<file path="config.mk">
export PLATFORM = sky130hd
export DESIGN_NAME = afs_timing
export DESIGN_NICKNAME = d
export VERILOG_FILES = /design/src/rtl/afs_pkg.sv /design/src/rtl/afs_tick_if.sv /design/src/rtl/afs_timing.sv /design/src/rtl/afs_tick_gen.sv
export SDC_FILE = /design/constraint.sdc
export NUM_CORES = 1
export LEC_CHECK = 0
export BUFFER_PORTS_ARGS = -buffer_cell sky130_fd_sc_hd__buf_2
export CELL_PAD_IN_SITES_DETAIL_PLACEMENT = 0
export CELL_PAD_IN_SITES_GLOBAL_PLACEMENT = 1
export CORE_MARGIN = 4
export CORE_UTILIZATION = 49
export CTS_CLUSTER_DIAMETER = 200
export DETAILED_ROUTE_END_ITERATION = 10
export GPL_TIMING_DRIVEN = 0
export PLACE_DENSITY_LB_ADDON = 0.1
export RECOVER_POWER = 100
export SYNTH_ARGS = -nofsm -noshare
export SYNTH_HDL_FRONTEND = slang
export SYNTH_SLANG_ARGS = --single-unit
</file>
<file path="constraint.sdc">
create_clock -name CORE_CLK -period 4.33 [get_ports CORE_CLK]
set_input_delay 0.433 -clock CORE_CLK [delete_from_list [all_inputs] [get_ports CORE_CLK]]
set_output_delay 0.433 -clock CORE_CLK [all_outputs]
set_load 0.02 [all_outputs]
</file>
<file path="src/rtl/afs_pkg.sv">
// constants, types and helpers shared by the frame-sync sample timing block
package afs_pkg;
    // ==========================================================
    // register offsets, reset value and unmapped read value
    localparam logic [7:0] OFS_IRQ_EN2      = 8'hDE;
    localparam logic [7:0] OFS_DELAY_LOW    = 8'hE0;
    localparam logic [7:0] OFS_DELAY_HIGH   = 8'hE1;
    localparam logic [7:0] OFS_SUB_ONE_LOW  = 8'hE2;
    localparam logic [7:0] OFS_SUB_ONE_HIGH = 8'hE3;
    localparam logic [7:0] OFS_SUB_TWO_LOW  = 8'hE4;
    localparam logic [7:0] OFS_SUB_TWO_HIGH = 8'hE5;
    localparam logic [7:0] REG_RESET        = 8'h00;
    localparam logic [7:0] UNMAPPED_READ    = 8'h00;

    // ==========================================================
    // interrupt enable field positions
    localparam int BIT_PWM_PERIOD_CHANGE = 7;
    localparam int BIT_EYE_SAFETY        = 4;
    localparam int BIT_INTEGRATION_DONE  = 3;
    localparam int BIT_FIFO_THRESHOLD    = 2;
    localparam int BIT_PROX_WAIT_DONE    = 1;
    localparam int BIT_LIGHT_WAIT_DONE   = 0;
    localparam logic [7:0] IRQ_EN_MASK   = 8'h9F;

    // ==========================================================
    // timing
    localparam int unsigned CLK_PERIOD_PS = 10000;
    localparam int unsigned TICK_PERIOD_PS = 1357000;
    localparam int ACC_W = 21;
    localparam logic [ACC_W-1:0] ACC_STEP  = ACC_W'(CLK_PERIOD_PS);
    localparam logic [ACC_W-1:0] ACC_LIMIT = ACC_W'(TICK_PERIOD_PS);
    localparam logic [15:0] INIT_TICKS     = 16'h0018;
    localparam logic [15:0] COUNT_RESET    = 16'h0000;

    // ==========================================================
    // types
    typedef enum logic [1:0] {AFS_IDLE, AFS_DELAY, AFS_INTEG} afs_state_t;

    function automatic logic [13:0] afs_join14(input logic [7:0] hi, input logic [7:0] lo);
        afs_join14 = {hi[5:0], lo};
    endfunction
endpackage

</file>
<file path="src/rtl/afs_tick_if.sv">
// tick carrier between the tick generator and the timing core
interface afs_tick_if;
    logic tick;
    logic restart;
    modport gen (output tick, input restart);
    modport use_side (input tick, output restart);
endinterface

</file>
<file path="src/rtl/afs_timing.sv">
// light start delay and sub-sampling timing core with register file
module afs_timing
    import afs_pkg::*;
(
    input  wire logic       CORE_CLK,       // core clock, 100 MHz
    input  wire logic       RST,            // async reset, active high
    input  wire logic [7:0] REG_ADDR,       // register offset
    input  wire logic [7:0] REG_WDATA,      // write data
    input  wire logic       REG_WR,         // write strobe
    input  wire logic       REG_RD,         // read strobe
    output logic      [7:0] REG_RDATA,      // read data, valid cycle after strobe
    input  wire logic       FRAME_SYNC,     // display frame-sync pin
    input  wire logic       MEAS_EN,        // integration enabled; low is idle
    input  wire logic       INTEG_DONE,     // end of integration-time period
    input  wire logic [7:0] EVENT_IN,       // raw event sources, bit per enable
    output logic      [7:0] EVENT_GATED,    // events passed by the enable register
    output logic            INTEG_START,    // pulse: light integration begins
    output logic            SAMPLE_STROBE,  // pulse: take a light sample
    output logic            SAMPLE_PHASE,   // period of the strobe: 0 one, 1 two
    output logic            DELAYING        // start delay running
);
    typedef struct packed {
        logic       sync1;
        logic       sync2;
        logic       sync3;
        logic [7:0] irq_en2;
        logic [7:0] delay_low;
        logic [7:0] delay_high;
        logic [7:0] sub_one_low;
        logic [7:0] sub_one_high;
        logic [7:0] sub_two_low;
        logic [7:0] sub_two_high;
        afs_state_t st;
        logic [15:0] cnt;
        logic       phase;
        logic [7:0] rdata;
        logic [7:0] gated;
        logic       integ_start;
        logic       strobe;
        logic       strobe_phase;
        logic       delaying;
    } afs_core_state_t;

    afs_core_state_t cur;
    afs_core_state_t next_cur;
    afs_tick_if      tk ();

    logic        frame_edge;
    logic [15:0] light_start_delay;
    logic [15:0] delay_target;
    logic [13:0] sub_sample_period_one;
    logic [13:0] sub_sample_period_two;
    logic [13:0] period_now;

    afs_tick_gen u_tick (
        .CORE_CLK (CORE_CLK),
        .RST      (RST),
        .tk       (tk)
    );

    // ==========================================================
    // derived values
    assign frame_edge = cur.sync2 & ~cur.sync3;
    assign light_start_delay = {cur.delay_high, cur.delay_low};
    // short delays would end inside the init period, so init time rules
    assign delay_target = (light_start_delay > INIT_TICKS) ? light_start_delay
                                                           : INIT_TICKS;
    assign sub_sample_period_one = afs_join14(cur.sub_one_high, cur.sub_one_low);
    assign sub_sample_period_two = afs_join14(cur.sub_two_high, cur.sub_two_low);
    assign period_now = cur.phase ? sub_sample_period_two : sub_sample_period_one;
    // aligning the tick phase to a frame-sync edge seen outside AFS_INTEG keeps delay jitter under one clock
    assign tk.restart = frame_edge & MEAS_EN & (cur.st != AFS_INTEG);

    // ==========================================================
    // next state
    always_comb
    begin
        next_cur = cur;
        next_cur.sync1 = FRAME_SYNC;
        next_cur.sync2 = cur.sync1;
        next_cur.sync3 = cur.sync2;
        next_cur.integ_start = 1'b0;
        next_cur.strobe = 1'b0;
        next_cur.gated = EVENT_IN & cur.irq_en2 & IRQ_EN_MASK;

        // register file
        if (REG_WR)
        begin
            case (REG_ADDR)
                OFS_IRQ_EN2:      next_cur.irq_en2 = REG_WDATA;
                OFS_DELAY_LOW:    next_cur.delay_low = REG_WDATA;
                OFS_DELAY_HIGH:   next_cur.delay_high = REG_WDATA;
                OFS_SUB_ONE_LOW:  next_cur.sub_one_low = REG_WDATA;
                OFS_SUB_ONE_HIGH: next_cur.sub_one_high = REG_WDATA;
                OFS_SUB_TWO_LOW:  next_cur.sub_two_low = REG_WDATA;
                OFS_SUB_TWO_HIGH: next_cur.sub_two_high = REG_WDATA;
                default:          next_cur.irq_en2 = cur.irq_en2;
            endcase
        end
        if (REG_RD)
        begin
            case (REG_ADDR)
                OFS_IRQ_EN2:      next_cur.rdata = cur.irq_en2;
                OFS_DELAY_LOW:    next_cur.rdata = cur.delay_low;
                OFS_DELAY_HIGH:   next_cur.rdata = cur.delay_high;
                OFS_SUB_ONE_LOW:  next_cur.rdata = cur.sub_one_low;
                OFS_SUB_ONE_HIGH: next_cur.rdata = cur.sub_one_high;
                OFS_SUB_TWO_LOW:  next_cur.rdata = cur.sub_two_low;
                OFS_SUB_TWO_HIGH: next_cur.rdata = cur.sub_two_high;
                default:          next_cur.rdata = UNMAPPED_READ;
            endcase
        end

        // timing sequence
        case (cur.st)
            AFS_IDLE:
            begin
                next_cur.cnt = COUNT_RESET;
                next_cur.phase = 1'b0;
                if (MEAS_EN && frame_edge)
                    next_cur.st = AFS_DELAY;
            end
            AFS_DELAY:
            begin
                if (frame_edge)
                begin
                    next_cur.cnt = COUNT_RESET;
                end
                else if (tk.tick)
                begin
                    if (16'(cur.cnt + 16'h0001) >= delay_target)
                    begin
                        next_cur.cnt = COUNT_RESET;
                        next_cur.phase = 1'b0;
                        next_cur.integ_start = 1'b1;
                        next_cur.st = AFS_INTEG;
                    end
                    else
                    begin
                        next_cur.cnt = 16'(cur.cnt + 16'h0001);
                    end
                end
            end
            AFS_INTEG:
            begin
                if (sub_sample_period_one == 14'h0000)
                begin
                    next_cur.cnt = COUNT_RESET;
                    if (INTEG_DONE)
                    begin
                        next_cur.strobe = 1'b1;
                        next_cur.strobe_phase = 1'b0;
                    end
                end
                else if (tk.tick)
                begin
                    if (16'(cur.cnt + 16'h0001) >= {2'b00, period_now})
                    begin
                        next_cur.cnt = COUNT_RESET;
                        next_cur.strobe = 1'b1;
                        next_cur.strobe_phase = cur.phase;
                        next_cur.phase = ~cur.phase;
                    end
                    else
                    begin
                        next_cur.cnt = 16'(cur.cnt + 16'h0001);
                    end
                end
                if (frame_edge)
                begin
                    next_cur.cnt = COUNT_RESET;
                    next_cur.phase = 1'b0;
                    next_cur.st = AFS_DELAY;
                end
            end
            default:
            begin
                next_cur.st = AFS_IDLE;
            end
        endcase

        if (!MEAS_EN)
        begin
            next_cur.st = AFS_IDLE;
            next_cur.cnt = COUNT_RESET;
            next_cur.integ_start = 1'b0;
            next_cur.strobe = 1'b0;
        end
        // registered copy of the state decode so the pin is glitch free
        next_cur.delaying = (next_cur.st == AFS_DELAY);
    end

    // ==========================================================
    // state register
    always_ff @(posedge CORE_CLK or posedge RST)
    begin
        if (RST)
        begin
            cur <= '0;
            cur.st <= AFS_IDLE;
        end
        else
        begin
            cur <= next_cur;
        end
    end

    // ==========================================================
    // outputs, all straight from flops
    assign REG_RDATA     = cur.rdata;
    assign EVENT_GATED   = cur.gated;
    assign INTEG_START   = cur.integ_start;
    assign SAMPLE_STROBE = cur.strobe;
    assign SAMPLE_PHASE  = cur.strobe_phase;
    assign DELAYING      = cur.delaying;
endmodule

</file>
<file path="src/rtl/afs_tick_gen.sv">
// fractional divider giving one-cycle 1.357 us tick enables
module afs_tick_gen
    import afs_pkg::*;
(
    input  wire logic CORE_CLK,  // core clock
    input  wire logic RST,       // async reset, active high
    afs_tick_if.gen   tk         // tick out, phase restart in
);
    typedef struct packed {
        logic [ACC_W-1:0] acc;
        logic             tick;
    } afs_tick_state_t;

    afs_tick_state_t cur;
    afs_tick_state_t next_cur;

    // ==========================================================
    // accumulator: period is not a whole number of clocks, so the
    // error is carried forward and the average rate stays exact
    always_comb
    begin
        next_cur = cur;
        next_cur.tick = 1'b0;
        if (tk.restart)
        begin
            next_cur.acc = '0;
        end
        else if (cur.acc + ACC_STEP >= ACC_LIMIT)
        begin
            next_cur.acc = ACC_W'(cur.acc + ACC_STEP - ACC_LIMIT);
            next_cur.tick = 1'b1;
        end
        else
        begin
            next_cur.acc = ACC_W'(cur.acc + ACC_STEP);
        end
    end

    always_ff @(posedge CORE_CLK or posedge RST)
    begin
        if (RST)
            cur <= '0;
        else
            cur <= next_cur;
    end

    assign tk.tick = cur.tick;
endmodule

</file>
Word-level counts from Yosys, hierarchy flattened
Index checks and enable logic that the tools add are counted.
{ "word_totals": {"regBits": 118, "input_bits": 31, "output_inout_bits": 20, "wordCells": 105} }
{ "classes": {"addsub": 3, "n_lt_le_gt_ge": 4, "n_eq_ne": 21, "mux": 34, "bitwise_logic": 6, "n_reduce_logical": 16} }
{ "ops": {"columns": ["cell", "count"], "rows": [
  ["two-way mux 16 bit", 5],
  ["equality test 8 bit, second input constant", 7],
  ["case mux 8 bit (7 select lines)", 1],
  ["case mux 17 bit (3 select lines)", 1],
  ["two-way mux 21 bit", 2],
  ["two-way mux 19 bit", 2],
  ["adder 21 x 14 -> 21 bit, second input constant", 1],
  ["greater-or-equal comparator 21 bit, second input constant", 1],
  ["subtractor 21 bit, second input constant", 1],
  ["two-way mux 18 bit", 1],
  ["two-way mux 2 bit", 9],
  ["two-way mux 17 bit", 1],
  ["adder 16 x 1 -> 16 bit, second input constant", 1],
  ["greater-or-equal comparator 16 x 14 -> 1 bit", 1],
  ["greater-or-equal comparator 16 bit", 1],
  ["greater-than comparator 16 x 5 -> 1 bit, second input constant", 1],
  ["logical NOT 14 bit", 1],
  ["two-way mux 14 bit", 1],
  ["AND reduction 2 bit", 7],
  ["two-way mux 1 bit", 10],
  ["AND 8 bit", 1],
  ["!= test 2 bit, second input constant", 4],
  ["AND reduction 7 bit", 1],
  ["!= test 3 bit, second input constant", 2],
  ["other kinds (16)", 21]
]} }

Depth between registers and ports, before layout
{ "logic_depth": {"depth_word": 9, "depth_mapped": 15, "mapped_depth_nobuf": 14} }

Cells and area by module
A second synthesis with hierarchy kept.
{ "hier_totals": {"hier_cells": 707, "area_unflattened_um2": 7236.9} }
{ "by_module_without_submodules": {"columns": ["module", "instances", "cells_each", "area_each_um2"], "rows": [
  ["afs_timing", 1, 524, 5640.4],
  ["afs_tick_gen", 1, 183, 1596.5]
]} }

Worst setup path before layout
No wires, ideal clock.
{ "synth_path": {"path_kind": "flip-flop to flip-flop", "startpoint": "register cur[23] (netlist name)", "endpoint": "register cur[25] (netlist name)", "setup_time_ns": 0.066, "arrival_time_ns": 3.172, "setup_slack_ns": 1.092, "path_stages_with_launch": 15, "path_buffers": 2, "synth_period_minus_slack_ns": 3.238, "path_cell_list": "dfrtp_1 clkbuf_1 and3_1 nand4_1 nor2_1 xor2_1 ha_1 nand4_1 nor3_1 or4_1 a211oi_1 a32oi_1 nor2_1 buf_2 a22o_1"} }
{ "synth_between": {"elab_chain_cells": 8, "elab_cells_between_ends": 12, "classes_between": "add/sub (1); order compare (2); mux (9)"} }
{ "synth_lines": {"columns": ["item", "line_no", "source"], "rows": [
  ["from (decl)", "afs_timing.sv:44", "afs_core_state_t cur;"],
  ["from (signal assigned)", "afs_timing.sv:204", "cur <= next_cur;"],
  ["adder 16 x 1 -> 16 bit (*)", null, null],
  ["greater-or-equal comparator 16 x 14 -> 1 bit", "afs_timing.sv:157", "if (16'(cur.cnt + 16'h0001) >= {2'b00, period_now})"],
  ["two-way mux 16 bit", "afs_timing.sv:157", null],
  ["two-way mux 17 bit", "afs_timing.sv:155", "else if (tk.tick)"],
  ["two-way mux 16 bit", "afs_timing.sv:146", "if (sub_sample_period_one == 14'h0000)"],
  ["two-way mux 19 bit", "afs_timing.sv:169", "if (frame_edge)"],
  ["case mux 17 bit (3 select lines) (*)", "afs_timing.sv:115", "case (cur.st)"],
  ["two-way mux 18 bit (*)", "afs_timing.sv:182", "if (!MEAS_EN)"]
]} }
Every way passes the cells marked *; elsewhere a longest branch is shown, timed or not. The select of a mux whose other input is x is not followed.
A chain may end at the register's enable or synchronous reset.

Worst setup path after layout
{ "layout_path": {"startpoint": "register cur[23] (netlist name)", "endpoint": "register cur[32] (netlist name)"} }
The elaborated chain is that of the path after synthesis.

==> results.cfg <==
[clocking]
cts.clk_slew.worst_paths_ns = 0.06
cts_max_level = 4
root_buffer = clkbuf_16
cts_tree = done
cts_buffers = 17
clkLatencyLatePin_ns = 0.42
clock-sinks = 115
cts_setup_buffers = 0
clock_path_buffers = 2

[sta]
maxSlewViolCount = 118
fin_skew_ns = 0.01003
fin_crit_ns = 4.069
finalHoldViolations = 0
fin_crit_sh_pct = 93.98
fmax_mhz = 245.7
worstMarginPinSlew_ns = 2.416
setup_violations = 0
relSlewSlack_pct = -61.10

[cells_and_area]
multiInputGateArea_um2 = 4019
fin_util_pct = 57.41
seq_area_um2 = 2878
fillerInstances = 1243
areaGrowthSynthToFinish_pct = 14.90
final_cell_mix = dfrtp_1 (115), mux2_2 (64), nand2_1 (58), ha_1 (38), clkbuf_1 (37)
design_area_um2 = 8344
final_common_cell = dfrtp_1
antenna_cells = 0
drive_gt1_share_pct = 20.79
final_nets = 842

[floorplanning]
fp.dieW_um = 129.7
io_pins = 51
die_h_um = 129.7
design.core.area_um2 = 14530
start_util_pct = 49.97
num_rows = 44
die_area_um2 = 16830

[global_route]
grt_start_max_net_pins = 98
grt_remaining_overflow = 0
antenna_found_initial = 0
grt_pass1_vias = 5717
grtUsageTotal_pct = 23.60
grt_pass1_wl_um = 30630

[worst_setup_path]
cp_max_fo = 10
setup.worst_path.start_class = flip-flop
worstSetupPathType = reg2reg
cp-end-kind = flip-flop
crit_required_ns = 4.68
critPathArrivalTime_ns = 4.42
r2r.worst_path.cells = 13

[pwr]
p_leak_nw = 3.818
p_total_mw = 3.936
vdd_ir_drop_max_mv = 0.3392
power.density_nw_per_um2 = 471.6

[synthesis]
synth_top_area_share_pct = 39.63
yosys_register_bits = 115
seq_area_frac_synth_pct = 39.63
synth_flop_cell = dfrtp_1
yosysTopAreaCell = dfrtp_1
synth.area.top_cells = dfrtp_1 (40%), mux2_2 (9.9%), ha_1 (6.5%)
yosysWarnings = 0
ys_async_sr_fraction_pct = 100.0
synth_cells = 709
syn_area_per_cell_um2 = 10.24
ys_types = 71
synth-edff-count = 0
synthesis.area_um2 = 7262

[routing]
dr.first_iter.drc_count = 450
wl_per_cell_um = 19.43
route.detailed.drc = 0
antenna_left = 0
via_per_inst = 5.988
vias = 5796
finalWirelength_um = 18810
drt_first_pass_iters = 5

[placement]
portBuffers = 43
place_congestion = 0.9050
hpwl_um = 13810
placed_area_um2 = 7755

[outcome]
outcome = finished, violations left
violations = max-capacitance violations, max-slew violations

[min_path]
hold_depth = 1
hold_path_class = in2reg

[flow_run]
maxCapViolations = 3
cell type report:
type / instances / area share, %
buffer: 44 / 3.044
clock buffer: 20 / 5.473
clock inverter: 10 / 2.174
inverter: 31 / 1.410
multi-input combinational: 519 / 48.16
sequential: 115 / 34.49
tap: 184 / 2.759
timing repair buffer: 45 / 2.489
layer usage:
| metal | part of all wire (%) | wire [µm] | vias up | GRT usage (%) |
|---|---|---|---|---|
| met5 | 0 | 0 | - | 0 |
| met4 | 1.4 | 268 | 0 | 7.518 |
| met3 | 4.5 | 846 | 24 | 5.772 |
| met2 | 46 | 8584 | 156 | 34.67 |
| met1 | 48 | 9113 | 2889 | 34.48 |
| li1 | - | - | 2727 | - |
logic make-up (layout without fill, tap and decap cells):
kind of cell	after synthesis	after routing	synth area share, %
other cells	1	2	0.05164
compound gates	141	141	13.87
simple gates	205	205	15.33
xor+xnor	32	32	3.859
flops	115	115	39.63
fa+ha+maj	39	39	6.685
buf+inv	76	150	5.169
mux	100	100	15.40
metrics by stage:
| step | setup WS [ns] | setup TNS [ns] | hold slack [ns] | std cells |
|---|---|---|---|---|
| after floorplan | 0.8529 | 0 | 0.3312 | 710 |
| after global placement | -0.5465 | -62.02 | 0.3338 | 937 |
| after detailed placement | 0.1588 | 0 | 0.3365 | 938 |
| after CTS | 0.1255 | 0 | 0.09237 | 969 |
| after global routing | -0.004988 | -0.006837 | 0.08634 | 968 |
| final | 0.2608 | 0 | 0.1124 | 968 |
synth_stat cells, drive strengths merged (6+ instances only):
library cell    n
xnor2          20
nand2b          7
mux2i          33
and2           10
o21ai          19
nand3          18
ha             38
nand2          58
buf            29
nor2           26
a21o           13
mux2           64
nor2b           9
clkbuf         16
inv            31
and3            9
nor4            9
nor3           14
dfrtp         115
a22o           13
a21boi          6
a211oi          8
nand4          13
o22ai           9
a21oi          31
xor2           12
flip-flops by register name (all words and copies together) (netlist names):
| register | cells |
|---|---|
| u_tick.cur | 18 |
| SAMPLE_PHASE | 1 |
| DELAYING | 1 |
| INTEG_START | 1 |
| u_tick.tk.tick | 1 |
| SAMPLE_STROBE | 1 |
| REG_RDATA | 8 |
| EVENT_GATED | 6 |
| cur | 78 |
final timing paths:
| check | from | to | slack, ns |
|---|---|---|---|
| worst max-delay path | cur[23] | cur[32] | 0.26 |
| worst min-delay path | FRAME_SYNC | cur[97] | 0.11 |
| worst max register to register | cur[23] | cur[32] | 0.26 |
| worst min register to register | cur[97] | cur[96] | 0.36 |
| max in group asynchronous | RST | cur[68] | 0.84 |
| min in group asynchronous | RST | u_tick.cur[16] | 0.69 |
worst max-delay path, stage by stage (launching register included):
cell,delay (ns)
dfrtp_1,0.51
and3_1,0.30
nand4_1,0.29
nor2_1,0.23
xor2_1,0.36
ha_1,0.31
nand4_1,0.15
nor3_1,0.07
or4_1,0.39
a211oi_1,0.37
a32oi_1,0.34
nor2_2,0.25
buf_2,0.26
a22o_1,0.16
where the power goes:
part	switching [mW]	total, mW	internal [mW]
clock	0.494	1.53	1.04
combinational	0.658	1.12	0.457
sequential	0.110	1.29	1.18
total	1.26	3.94	2.67
what timing repair did:
item	CTS	global route
setup endpoints to repair	0	10
gates resized for setup	0	4
hold buffers	1	0
endpoints found under the hold margin	18	0
No activity file was read; power rests on OpenSTA's default activity.
